==> config.mk <==
export PLATFORM = sky130hd
export DESIGN_NAME = timer8_compare_irq_regs
export DESIGN_NICKNAME = d
export VERILOG_FILES = /design/src/rtl/timer8_compare_irq_regs.v
export VERILOG_INCLUDE_DIRS = /design/src /design/src/rtl
export SDC_FILE = /design/constraint.sdc
export NUM_CORES = 1
export LEC_CHECK = 0
export BUFFER_PORTS_ARGS = -buffer_cell sky130_fd_sc_hd__buf_4
export CORE_ASPECT_RATIO = 1.25
export CORE_MARGIN = 5
export CORE_UTILIZATION = 45
export CTS_CLUSTER_DIAMETER = 150
export DETAILED_ROUTE_END_ITERATION = 12
export MAX_ROUTING_LAYER = met4
export PLACE_DENSITY_LB_ADDON = 0.05
export SLEW_MARGIN = 20
export SYNTH_ARGS = -nofsm -noshare
export SYNTH_HDL_FRONTEND = slang
export SYNTH_SLANG_ARGS = --single-unit
==> constraint.sdc <==
create_clock -name clock -period 3 [get_ports clock]
set_input_delay 0.45 -clock clock [delete_from_list [all_inputs] [get_ports clock]]
set_output_delay 0.45 -clock clock [all_outputs]
set_load 0.05 [all_outputs]
==> src/rtl/timer8_defines.vh <==
// Register offsets, field positions, reset values and prescale counts of the 8-bit timer
`ifndef TIMER8_DEFINES_VH
`define TIMER8_DEFINES_VH
// Printed offsets are not all multiples of four: these are indices, byte address = 4 * index
`define REG_IRQ_FLAGS_IDX 8'h37
`define REG_IRQ_MASK_IDX 8'h70
`define REG_CONTROL_B_IDX 8'hB1
`define REG_COUNT_IDX 8'hB2
`define REG_COMPARE_B_IDX 8'hB4
`define REG_COMPARE_A_IDX 8'hB3
`define REG_CONTROL_A_IDX 8'hB0
// Control B fields
`define CTLB_FORCE_A 7
`define CTLB_FORCE_B 6
`define CTLB_WAVE_HIGH 3
`define CTLB_TICK_MSB 2
`define CTLB_TICK_LSB 0
// Control A fields (waveform low bits and output actions)
`define CTLA_ACTION_A_MSB 7
`define CTLA_ACTION_A_LSB 6
`define CTLA_ACTION_B_MSB 5
`define CTLA_ACTION_B_LSB 4
`define CTLA_WAVE_LOW_MSB 1
`define CTLA_WAVE_LOW_LSB 0
// Flag and mask bit positions
`define BIT_MATCH_B 2
`define BIT_MATCH_A 1
`define BIT_OVERFLOW 0
// Reset value of every register
`define REG_RESET 8'h00
// Counter limits
`define COUNT_MAX 8'hFF
`define COUNT_BOTTOM 8'h00
// Prescale limits (divisor minus one) for tick codes 1..7
`define DIV_1 10'd0
`define DIV_8 10'd7
`define DIV_32 10'd31
`define DIV_64 10'd63
`define DIV_128 10'd127
`define DIV_256 10'd255
`define DIV_1024 10'd1023
// Bus answers
`define RESP_OKAY 2'b00
`define RESP_SLVERR 2'b10
`endif

==> src/rtl/timer8_compare_irq_regs.v <==
// 8-bit timer/counter with two compare channels, flags, mask and AXI4-Lite register access
//
// Chosen here: the AXI4-Lite register port.
`timescale 1ns/1ps
`default_nettype none
`include "timer8_defines.vh"

// Summary of operation
// - Force A strobe toggles/clears/sets output A, non-PWM
// - Force B strobe acts on output B, non-PWM
// - Forced match sets no flag, no clear
// - Force bits are strobes, read zero
// - Control B bits 5:4 read zero
// - Tick select picks divide 1..1024
// - Tick select zero stops the counter
// - Counter register readable and writable
// - Counter write blocks match on next tick
// - Compare registers continuously compared with counter
// - Match B request needs mask, global, flag
// - Match A request needs mask, global, flag
// - Overflow request needs mask, global, flag
// - Flag bit 2 set on match B
// - Match B flag clears on vector or one
// - Flag bit 1 set on match A
// - Match A flag clears on vector or one
// - Overflow flag on wrap or PWM bottom turn
// - Wave modes: normal, phase PWM, clear-on-match, fast PWM
// - Output action: off, toggle, clear, set
module timer8_compare_irq_regs (
	input wire clock,
	input wire resetn,
	input wire [11:0] s_axi_awaddr,
	input wire [2:0] s_axi_awprot,
	input wire s_axi_awvalid,
	output wire s_axi_awready,
	input wire [31:0] s_axi_wdata,
	input wire [3:0] s_axi_wstrb,
	input wire s_axi_wvalid,
	output wire s_axi_wready,
	output reg [1:0] s_axi_bresp,
	output reg s_axi_bvalid,
	input wire s_axi_bready,
	input wire [11:0] s_axi_araddr,
	input wire [2:0] s_axi_arprot,
	input wire s_axi_arvalid,
	output wire s_axi_arready,
	output reg [31:0] s_axi_rdata,
	output reg [1:0] s_axi_rresp,
	output reg s_axi_rvalid,
	input wire s_axi_rready,
	input wire global_irq_enable,
	input wire vector_ack_overflow,
	input wire vector_ack_match_a,
	input wire vector_ack_match_b,
	output wire irq_overflow,
	output wire irq_match_a,
	output wire irq_match_b,
	output reg wave_output_a,
	output reg wave_output_b,
	output wire wave_enable_a,
	output wire wave_enable_b
);

	// Registers
	reg [7:0] timer_count;
	reg [7:0] compare_value_a;
	reg [7:0] compare_value_b;
	reg [7:0] timer_irq_mask;
	reg [2:0] timer_irq_flags;
	reg wave_mode_high_bit;
	reg [2:0] tick_select;
	reg [1:0] wave_mode_low_bits;
	reg [1:0] output_action_a;
	reg [1:0] output_action_b;
	reg [9:0] prescale;
	reg count_down;
	reg block_match;

	// Bus handshake state
	reg aw_held;
	reg w_held;
	reg [9:0] aw_index;
	reg [31:0] w_data;
	reg [3:0] w_strb;

	wire [2:0] wave_mode = {wave_mode_high_bit, wave_mode_low_bits};
	wire mode_phase = (wave_mode == 3'd1) || (wave_mode == 3'd5);
	wire mode_fast = (wave_mode == 3'd3) || (wave_mode == 3'd7);
	wire mode_clear_on_match = (wave_mode == 3'd2);
	wire mode_pwm = mode_phase || mode_fast;
	wire top_from_a = wave_mode[2] || mode_clear_on_match;
	wire [7:0] top_value = top_from_a ? compare_value_a : `COUNT_MAX;

	// Write channel acceptance; address and data taken in either order
	assign s_axi_awready = !aw_held && !s_axi_bvalid;
	assign s_axi_wready = !w_held && !s_axi_bvalid;
	assign s_axi_arready = !s_axi_rvalid;

	wire aw_now = aw_held || (s_axi_awvalid && s_axi_awready);
	wire w_now = w_held || (s_axi_wvalid && s_axi_wready);
	wire [9:0] wr_index = aw_held ? aw_index : s_axi_awaddr[11:2];
	wire [31:0] wr_data = w_held ? w_data : s_axi_wdata;
	wire [3:0] wr_strb = w_held ? w_strb : s_axi_wstrb;
	wire do_write = aw_now && w_now && !s_axi_bvalid;
	// Only the low byte lane carries register data
	wire wr_lane = do_write && wr_strb[0];
	wire [7:0] wr_byte = wr_data[7:0];
	wire [9:0] rd_index = s_axi_araddr[11:2];

	function hit;
		input [9:0] idx;
		input [7:0] reg_idx;
		begin
			hit = (idx == {2'b00, reg_idx});
		end
	endfunction

	wire wr_flags = wr_lane && hit(wr_index, `REG_IRQ_FLAGS_IDX);
	wire wr_mask = wr_lane && hit(wr_index, `REG_IRQ_MASK_IDX);
	wire wr_ctlb = wr_lane && hit(wr_index, `REG_CONTROL_B_IDX);
	wire wr_ctla = wr_lane && hit(wr_index, `REG_CONTROL_A_IDX);
	wire wr_count = wr_lane && hit(wr_index, `REG_COUNT_IDX);
	wire wr_cmpa = wr_lane && hit(wr_index, `REG_COMPARE_A_IDX);
	wire wr_cmpb = wr_lane && hit(wr_index, `REG_COMPARE_B_IDX);
	wire wr_known = hit(wr_index, `REG_IRQ_FLAGS_IDX) || hit(wr_index, `REG_IRQ_MASK_IDX) ||
		hit(wr_index, `REG_CONTROL_B_IDX) || hit(wr_index, `REG_CONTROL_A_IDX) ||
		hit(wr_index, `REG_COUNT_IDX) || hit(wr_index, `REG_COMPARE_A_IDX) ||
		hit(wr_index, `REG_COMPARE_B_IDX);

	// Force strobes exist only for the write cycle, never stored
	wire force_a = wr_ctlb && wr_byte[`CTLB_FORCE_A] && !mode_pwm;
	wire force_b = wr_ctlb && wr_byte[`CTLB_FORCE_B] && !mode_pwm;

	// Prescaler limit per tick code
	reg [9:0] div_limit;
	always @* begin
		case (tick_select)
			3'd1: div_limit = `DIV_1;
			3'd2: div_limit = `DIV_8;
			3'd3: div_limit = `DIV_32;
			3'd4: div_limit = `DIV_64;
			3'd5: div_limit = `DIV_128;
			3'd6: div_limit = `DIV_256;
			3'd7: div_limit = `DIV_1024;
			default: div_limit = `DIV_1;
		endcase
	end

	// Code zero removes the tick entirely
	wire tick = (tick_select != 3'd0) && (prescale >= div_limit);

	// Matches are judged on the current count at the tick, suppressed after a count write
	wire eq_a = (timer_count == compare_value_a);
	wire eq_b = (timer_count == compare_value_b);
	wire match_a = tick && eq_a && !block_match;
	wire match_b = tick && eq_b && !block_match;
	wire at_top = (timer_count == top_value);

	// Next count and overflow per waveform mode
	reg [7:0] next_count;
	reg next_down;
	reg overflow_event;
	always @* begin
		next_count = timer_count;
		next_down = count_down;
		overflow_event = 1'b0;
		if (tick) begin
			if (mode_phase) begin
				if (!count_down) begin
					if (at_top) begin
						next_down = 1'b1;
						next_count = timer_count - 8'h01;
					end else begin
						next_count = timer_count + 8'h01;
					end
				end else if (timer_count == `COUNT_BOTTOM) begin
					next_down = 1'b0;
					next_count = timer_count + 8'h01;
					overflow_event = 1'b1;
				end else begin
					next_count = timer_count - 8'h01;
				end
			end else if (at_top) begin
				// Normal wraps at MAX, clear-on-match and fast PWM restart from bottom at top
				next_count = `COUNT_BOTTOM;
				overflow_event = !mode_clear_on_match || (timer_count == `COUNT_MAX);
			end else begin
				next_count = timer_count + 8'h01;
			end
		end
	end

	// Output action on a match; a forced match uses the same table
	function [0:0] act;
		input [1:0] action;
		input cur;
		begin
			case (action)
				2'b01: act = ~cur;
				2'b10: act = 1'b0;
				2'b11: act = 1'b1;
				default: act = cur;
			endcase
		end
	endfunction

	// PWM outputs: fast resets at bottom; phase follows direction
	function [0:0] pwm_act;
		input [1:0] action;
		input cur;
		input down;
		input phase;
		input matched;
		input bottom;
		begin
			pwm_act = cur;
			if (action[1]) begin
				if (phase && matched)
					pwm_act = action[0] ^ down;
				else if (!phase && matched)
					pwm_act = action[0];
				else if (!phase && bottom)
					pwm_act = ~action[0];
			end else if (action == 2'b01 && wave_mode_high_bit && matched) begin
				pwm_act = ~cur;
			end
		end
	endfunction

	wire at_bottom = tick && !mode_phase && at_top;
	// Toggle action in PWM only connects output A when the high mode bit is set
	assign wave_enable_a = (output_action_a != 2'b00) &&
		!(mode_pwm && output_action_a == 2'b01 && !wave_mode_high_bit);
	assign wave_enable_b = (output_action_b != 2'b00) && !(mode_pwm && output_action_b == 2'b01);

	// Counter, prescaler, control and waveform state
	always @(posedge clock) begin
		if (!resetn) begin
			timer_count <= `REG_RESET;
			compare_value_a <= `REG_RESET;
			compare_value_b <= `REG_RESET;
			timer_irq_mask <= `REG_RESET;
			wave_mode_high_bit <= 1'b0;
			tick_select <= 3'd0;
			wave_mode_low_bits <= 2'd0;
			output_action_a <= 2'd0;
			output_action_b <= 2'd0;
			prescale <= 10'd0;
			count_down <= 1'b0;
			block_match <= 1'b0;
			wave_output_a <= 1'b0;
			wave_output_b <= 1'b0;
		end else begin
			prescale <= (tick_select == 3'd0 || tick) ? 10'd0 : prescale + 10'd1;
			count_down <= next_down;
			if (wr_count) begin
				timer_count <= wr_byte;
				block_match <= 1'b1;
			end else begin
				timer_count <= next_count;
				if (tick)
					block_match <= 1'b0;
			end
			if (wr_cmpa)
				compare_value_a <= wr_byte;
			if (wr_cmpb)
				compare_value_b <= wr_byte;
			if (wr_mask)
				timer_irq_mask <= {5'b00000, wr_byte[2:0]};
			if (wr_ctlb) begin
				wave_mode_high_bit <= wr_byte[`CTLB_WAVE_HIGH];
				tick_select <= wr_byte[`CTLB_TICK_MSB:`CTLB_TICK_LSB];
			end
			if (wr_ctla) begin
				output_action_a <= wr_byte[`CTLA_ACTION_A_MSB:`CTLA_ACTION_A_LSB];
				output_action_b <= wr_byte[`CTLA_ACTION_B_MSB:`CTLA_ACTION_B_LSB];
				wave_mode_low_bits <= wr_byte[`CTLA_WAVE_LOW_MSB:`CTLA_WAVE_LOW_LSB];
			end
			if (force_a)
				wave_output_a <= act(output_action_a, wave_output_a);
			else if (mode_pwm)
				wave_output_a <= pwm_act(output_action_a, wave_output_a, count_down, mode_phase, match_a, at_bottom);
			else if (match_a)
				wave_output_a <= act(output_action_a, wave_output_a);
			if (force_b)
				wave_output_b <= act(output_action_b, wave_output_b);
			else if (mode_pwm)
				wave_output_b <= pwm_act(output_action_b, wave_output_b, count_down, mode_phase, match_b, at_bottom);
			else if (match_b)
				wave_output_b <= act(output_action_b, wave_output_b);
		end
	end

	// Flags: hardware set wins over vector or write-one clear; forced matches never set them
	wire [2:0] flag_set = {match_b, match_a, overflow_event};
	wire [2:0] flag_clear = (wr_flags ? wr_byte[2:0] : 3'b000) |
		{vector_ack_match_b, vector_ack_match_a, vector_ack_overflow};
	always @(posedge clock) begin
		if (!resetn)
			timer_irq_flags <= 3'b000;
		else
			timer_irq_flags <= flag_set | (timer_irq_flags & ~flag_clear);
	end

	assign irq_match_b = timer_irq_mask[`BIT_MATCH_B] && global_irq_enable && timer_irq_flags[`BIT_MATCH_B];
	assign irq_match_a = timer_irq_mask[`BIT_MATCH_A] && global_irq_enable && timer_irq_flags[`BIT_MATCH_A];
	assign irq_overflow = timer_irq_mask[`BIT_OVERFLOW] && global_irq_enable && timer_irq_flags[`BIT_OVERFLOW];

	// Read mux; force bits and bits 5:4 of control B always read zero
	reg [7:0] rd_byte;
	reg rd_known;
	always @* begin
		rd_known = 1'b1;
		case (1'b1)
			hit(rd_index, `REG_IRQ_FLAGS_IDX): rd_byte = {5'b00000, timer_irq_flags};
			hit(rd_index, `REG_IRQ_MASK_IDX): rd_byte = timer_irq_mask;
			hit(rd_index, `REG_CONTROL_B_IDX): rd_byte = {4'b0000, wave_mode_high_bit, tick_select};
			hit(rd_index, `REG_CONTROL_A_IDX): rd_byte = {output_action_a, output_action_b, 2'b00, wave_mode_low_bits};
			hit(rd_index, `REG_COUNT_IDX): rd_byte = timer_count;
			hit(rd_index, `REG_COMPARE_A_IDX): rd_byte = compare_value_a;
			hit(rd_index, `REG_COMPARE_B_IDX): rd_byte = compare_value_b;
			default: begin
				rd_byte = 8'h00;
				rd_known = 1'b0;
			end
		endcase
	end

	// AXI4-Lite response channels; unmapped addresses answer SLVERR
	always @(posedge clock) begin
		if (!resetn) begin
			aw_held <= 1'b0;
			w_held <= 1'b0;
			aw_index <= 10'd0;
			w_data <= 32'h00000000;
			w_strb <= 4'h0;
			s_axi_bvalid <= 1'b0;
			s_axi_bresp <= `RESP_OKAY;
			s_axi_rvalid <= 1'b0;
			s_axi_rresp <= `RESP_OKAY;
			s_axi_rdata <= 32'h00000000;
		end else begin
			if (do_write) begin
				aw_held <= 1'b0;
				w_held <= 1'b0;
				s_axi_bvalid <= 1'b1;
				s_axi_bresp <= wr_known ? `RESP_OKAY : `RESP_SLVERR;
			end else begin
				if (s_axi_awvalid && s_axi_awready) begin
					aw_held <= 1'b1;
					aw_index <= s_axi_awaddr[11:2];
				end
				if (s_axi_wvalid && s_axi_wready) begin
					w_held <= 1'b1;
					w_data <= s_axi_wdata;
					w_strb <= s_axi_wstrb;
				end
				if (s_axi_bvalid && s_axi_bready)
					s_axi_bvalid <= 1'b0;
			end
			if (s_axi_arvalid && s_axi_arready) begin
				s_axi_rvalid <= 1'b1;
				s_axi_rdata <= {24'h000000, rd_byte};
				s_axi_rresp <= rd_known ? `RESP_OKAY : `RESP_SLVERR;
			end else if (s_axi_rvalid && s_axi_rready) begin
				s_axi_rvalid <= 1'b0;
			end
		end
	end

endmodule
`default_nettype wire

# Word level (Yosys, flattened, before mapping)
# Index checks and enable logic that the tools add are counted.
[word_totals]
regBits = 89
output_inout_bits = 48
word_cells = 231
[op_classes]
addsub = 3
order_cmp = 1
n_eq_ne = 39
n_mux = 61
bitwise_logic = 12
reduce_logical = 90
[op_table]
columns = ["operator", "n"]
rows = [
  ["two-way mux 8 bit", 16],
  ["== test 10 x 8 -> 1 bit (second input constant)", 10],
  ["one-hot mux 10 bit (6 select lines)", 1],
  ["logical AND 1 bit", 48],
  ["two-way mux 1 bit", 38],
  ["== test 8 bit", 3],
  ["== test 10 x 6 -> 1 bit (second input constant)", 2],
  ["== test 10 x 7 -> 1 bit (second input constant)", 2],
  ["== test 3 bit (second input constant)", 6],
  ["logical OR 1 bit", 14],
  ["== test 3 x 2 -> 1 bit (second input constant)", 4],
  ["!= test 6 x 2 -> 1 bit (second input constant)", 2],
  ["zero test 1 bit", 11],
  ["adder 10 x 1 -> 10 bit (second input constant)", 1],
  [">= comparator 10 bit", 1],
  ["two-way mux 10 bit", 1],
  ["nonzero test 2 bit", 5],
  ["nonzero test 3 bit", 3],
  ["adder 8 x 1 -> 8 bit (second input constant)", 1],
  ["== test 2 bit (second input constant)", 4],
  ["== test 8 bit (second input constant)", 1],
  ["zero test 8 bit", 1],
  ["!= test 4 x 2 -> 1 bit (second input constant)", 2],
  ["subtractor 8 x 1 -> 8 bit (second input constant)", 1],
  ["14 further kinds", 28],
]

# Longest topological paths before layout
[logic_depth]
depth_word = 13
mapped_depth = 10

# Worst setup path before layout
# OpenSTA, ideal clock, no wires.
[synth_path]
path_type = "register to register"
start = "reg tick_select[2]"
end = "reg timer_count[4]"
setup_ns = 0.116
arrival_time_ns = 2.350
setup_slack_ns = 0.534
stages_incl_launch_ff = 10
path_buffers = 0
cell_sequence = "dfxtp_1 -> nand3_1 -> ha_1 -> nand4_1 -> or3b_1 -> o221ai_2 -> nand2_2 -> nor2_1 -> o221ai_1 -> o211a_1"
[synth_between]
elab_chain_cells = 5
[synth_rtl]
columns = ["element", "line_no", "source"]
rows = [
  ["start: declaration", "timer8_compare_irq_regs.v:71", "reg [2:0] tick_select;"],
  ["start signal: assignment", "timer8_compare_irq_regs.v:272", "tick_select <= wr_byte[`CTLB_TICK_MSB:`CTLB_TICK_LSB];"],
  ["== test 3 bit / == test 3 x 2 -> 1 bit (equally long branches)", "timer8_compare_irq_regs.v:137", "case (tick_select)"],
  ["one-hot mux 10 bit (6 select lines)", "timer8_compare_irq_regs.v:137", ""],
  [">= comparator 10 bit", "timer8_compare_irq_regs.v:150", "wire tick = (tick_select != 3'd0) && (prescale >= div_limit);"],
  ["logical AND 1 bit *", "timer8_compare_irq_regs.v:150", ""],
  ["nonzero test 2 bit (no line) *", "n/a", ""],
  ["end signal: assignment", "timer8_compare_irq_regs.v:239", "timer_count <= `REG_RESET;"],
  ["end signal: assignment", "timer8_compare_irq_regs.v:257", "timer_count <= wr_byte;"],
  ["end signal: assignment", "timer8_compare_irq_regs.v:260", "timer_count <= next_count;"],
  ["end: declaration", "timer8_compare_irq_regs.v:65", "reg [7:0] timer_count;"],
]
# Every way passes the cells marked *; elsewhere a longest branch is shown, timed or not.
# A chain may end at the register's enable or synchronous reset.

# Final worst setup path
# Same ends and word-level chain as after synthesis.

==> impl_metrics.tcl <==
set metrics [dict create \
    gp_congestion 0.959 \
    clockBufferDepth 2 \
    wirelength_um 15500 \
    grt_pass1_vias 4597 \
    ant_nets 0 \
    grt_first_pass_wirelength_um 24600 \
    drt-initial-drc-count 315 \
    synth_cells 646 \
    critPathTopFamily "simple AND/OR/NAND/NOR gates" \
    hold_viol 0 \
    syn_avg_cell_area_um2 8.44 \
    total_power_mw 2.73 \
    p_per_area_mw_per_mm2 432 \
    timing.final.crit_share_pct 91.1 \
    cp_num_buf_inv 1 \
    clk_pin_slew_ns 0.06 \
    cts_setup_buffers 0 \
    rows 45 \
    grt_max_degree 46 \
    ir_drop_mv 0.219 \
    multi_input_area_mm2 0.00342 \
    port_buffers 61 \
    n_fill_cell 1201 \
    max_clock_freq_ghz 0.366 \
    final_nets 796 \
    regArea_mm2 0.00174 \
    drv_slew 0 \
    r2r-end "timer_count[4]$_SDFFE_PN0P_" \
    num_vias 4947 \
    cp-start-kind "flop" \
    htreeDepth 3 \
    hold_path_depth 2 \
    synthArstFlopShare_pct 0 \
    relSlewSlack_pct 56.5 \
    crit_fanout 8 \
    p_clk_share_pct 40.4 \
    p_switching_mw 0.770 \
    diodes 0 \
    antenna_found_initial 0 \
    worst_path_max_delay_cell "dfxtp_2" \
    netlist_area_mm2 0.00546 \
    initial_core_util_pct 45.5 \
    ys_seq_area_share_pct 31.9 \
    ys_dominant_reg_cell "dfxtp_1" \
    rr_startpoint "tick_select[2]$_SDFFE_PN0P_" \
    timing.final.ws_setup_ns 0.267 \
    die-area_mm2 0.0144 \
    cts_buffers 9 \
    area_growth_pct 15.6 \
    p_comb_share_pct 15.2 \
    r2r_setup_slack_ns 0.27 \
    tightest_slew_ns 0.650 \
    wire_per_inst_um 17.7 \
    finalSetupViolCount 0 \
    final_cell_mix "nor2_1 (101), dfxtp_1 (85), buf_4 (77)" \
    routed_via_density 5.66 \
    first_pass_iters 5 \
    swShare_pct 28.3 \
    io_pins 125 \
    place_ws_ns 0.141 \
    hold_ws_ns 0.291 \
    leakage_nw 2.69 \
    cts-root-buf "clkbuf_16" \
    die_w_um 108 \
    arrival_ns 2.97 \
    tns_ns 0 \
    synth.distinct_cells 84 \
    status "complete, no violations" \
    synth_warnings 0 \
    cell_internal_pwr_mw 1.96 \
    globalRouteTotalUtil_pct 22.1 \
    core_mm2 0.0120 \
    cp_cell_sequence "nand3_1 -> ha_1 -> nand4_1 -> or3b_1 -> o221ai_2 -> nand2_2 -> nor2_1 -> buf_4 -> o221ai_1 -> o211a_1" \
    end_kind "flop" \
    period_needed_ns 2.73 \
    ys_ff_latch 87 \
    min_to "s_axi_rvalid$_SDFFE_PN0P_" \
    final_cells 874 \
    r2r_cells 10 \
    final_common_cell "nor2_1" \
    overflow 0 \
    die_h_um 133 \
    synth-edff-count 0 \
    grt_setup_unrepaired "false" \
    crit_type "reg -> reg" \
    max_cap_violations 0 \
    fin_skew_ns 0.00910 \
    power_frac_seq_pct 44.4 \
    required_ns 3.23 \
    dp.cells 859 \
    hold_path_class "in -> reg" \
    cts.sinks 87 \
    hold_start "s_axi_rready" \
    hpwl_um 11800 \
    critical-path-max-stage-delay_ns 0.44 \
    drc 0 \
    clk_latency_ns 0.34 \
    tritoncts "done" \
    final_layout_size_suffix_gt1_share_pct 18.7 \
]
==> timing repair <==
item                       4_1_cts  5_1_grt
gates resized for setup          0        3
hold buffers                     0        0
setup endpoints to repair        0        5
==> sequential cells by signal, summed over array words and instances (netlist names), 3 cells and up <==
signal / count
timer_count: 8
compare_value_a: 8
tick_select: 3
s_axi_rdata: 8
prescale: 10
compare_value_b: 8
timer_irq_flags: 3
w_data: 8
timer_irq_mask: 3
aw_index: 10
==> cell families after synthesis <==
group | synth area share (%)
simple gates | 25.1
mux | 12.8
buf+inv | 7.16
xor+xnor | 2.73
fa+ha+maj | 2.98
flops | 31.9
other cells | 0.0687
compound gates | 17.3
==> power groups by stage <==
stage | Combinational, mW | Sequential (mW) | Clock (mW)
floorplan | 0.281 | 1.27 | 0
global placement | 0.411 | 1.23 | 0
detailed placement | 0.415 | 1.24 | 0
CTS | 0.416 | 1.21 | 1.12
global route | 0.441 | 1.21 | 1.17
finish | 0.414 | 1.21 | 1.10
==> per-layer routing <==
layer	vias to the layer above	track usage, %	routed length, µm
met2	135	37.1	7820
met1	2382	27.5	6650
met5	-	-	0
li1	2406	-	-
met3	24	2.67	681
met4	0	6.74	359
==> layout make-up <==
type / count / area share (%)
Multi-Input combinational cell: 511 / 54.3
Sequential cell: 87 / 27.7
Timing Repair Buffer: 77 / 9.17
Clock buffer: 11 / 3.69
Tap cell: 164 / 3.25
Inverter: 20 / 1.19
Clock inverter: 4 / 0.754
==> metrics by stage <==
step / area [µm²] / util (%)
after detailed placement: 6020 / 50.2
after global routing: 6310 / 52.6
after floorplan: 5550 / -
after global placement: 6020 / 50.2
final: 6310 / 52.6
after CTS: 6300 / 52.5
==> how the worst max path moves through the flow <==
stage                                     start                     endpoint  slack (ns)  cells past startpoint
CTS                 tick_select[2]$_SDFFE_PN0P_  timer_count[4]$_SDFFE_PN0P_        0.12                     10
detailed placement  tick_select[2]$_SDFFE_PN0P_  timer_count[4]$_SDFFE_PN0P_        0.14                     10
floorplan           tick_select[2]$_SDFFE_PN0P_  timer_count[4]$_SDFFE_PN0P_        0.53                      9
global placement    tick_select[2]$_SDFFE_PN0P_  timer_count[4]$_SDFFE_PN0P_        0.20                     10
finish              tick_select[2]$_SDFFE_PN0P_  timer_count[4]$_SDFFE_PN0P_        0.27                     10
global route        tick_select[2]$_SDFFE_PN0P_  timer_count[4]$_SDFFE_PN0P_        0.09                     10
==> cells in the mapped netlist (5+ instances only) <==
| cell type | number | share of area (%) |
|---|---|---|
| buf_2 | 6 | 0.55 |
| and3_1 | 11 | 1.3 |
| a31oi_1 | 10 | 1.1 |
| mux2_2 | 10 | 2.1 |
| nor2b_1 | 12 | 1.4 |
| nand4_1 | 5 | 0.57 |
| buf_4 | 27 | 3.7 |
| nor3_1 | 17 | 1.6 |
| clkbuf_1 | 15 | 1.0 |
| inv_1 | 18 | 1.2 |
| nand2b_1 | 19 | 2.2 |
| a21oi_1 | 31 | 2.8 |
| dfxtp_1 | 87 | 32 |
| ha_1 | 13 | 3.0 |
| nor2_1 | 101 | 6.9 |
| xnor2_1 | 12 | 1.9 |
| a22oi_1 | 11 | 1.5 |
| nand2_1 | 31 | 2.1 |
| o21ai_0 | 19 | 1.7 |
| nand3b_1 | 6 | 0.83 |
| or3_1 | 6 | 0.69 |
| a211oi_1 | 11 | 1.5 |
| nand3_1 | 16 | 1.5 |
| xor2_1 | 5 | 0.80 |
| mux2i_1 | 54 | 9.9 |
No activity file was read; power rests on OpenSTA's default activity.
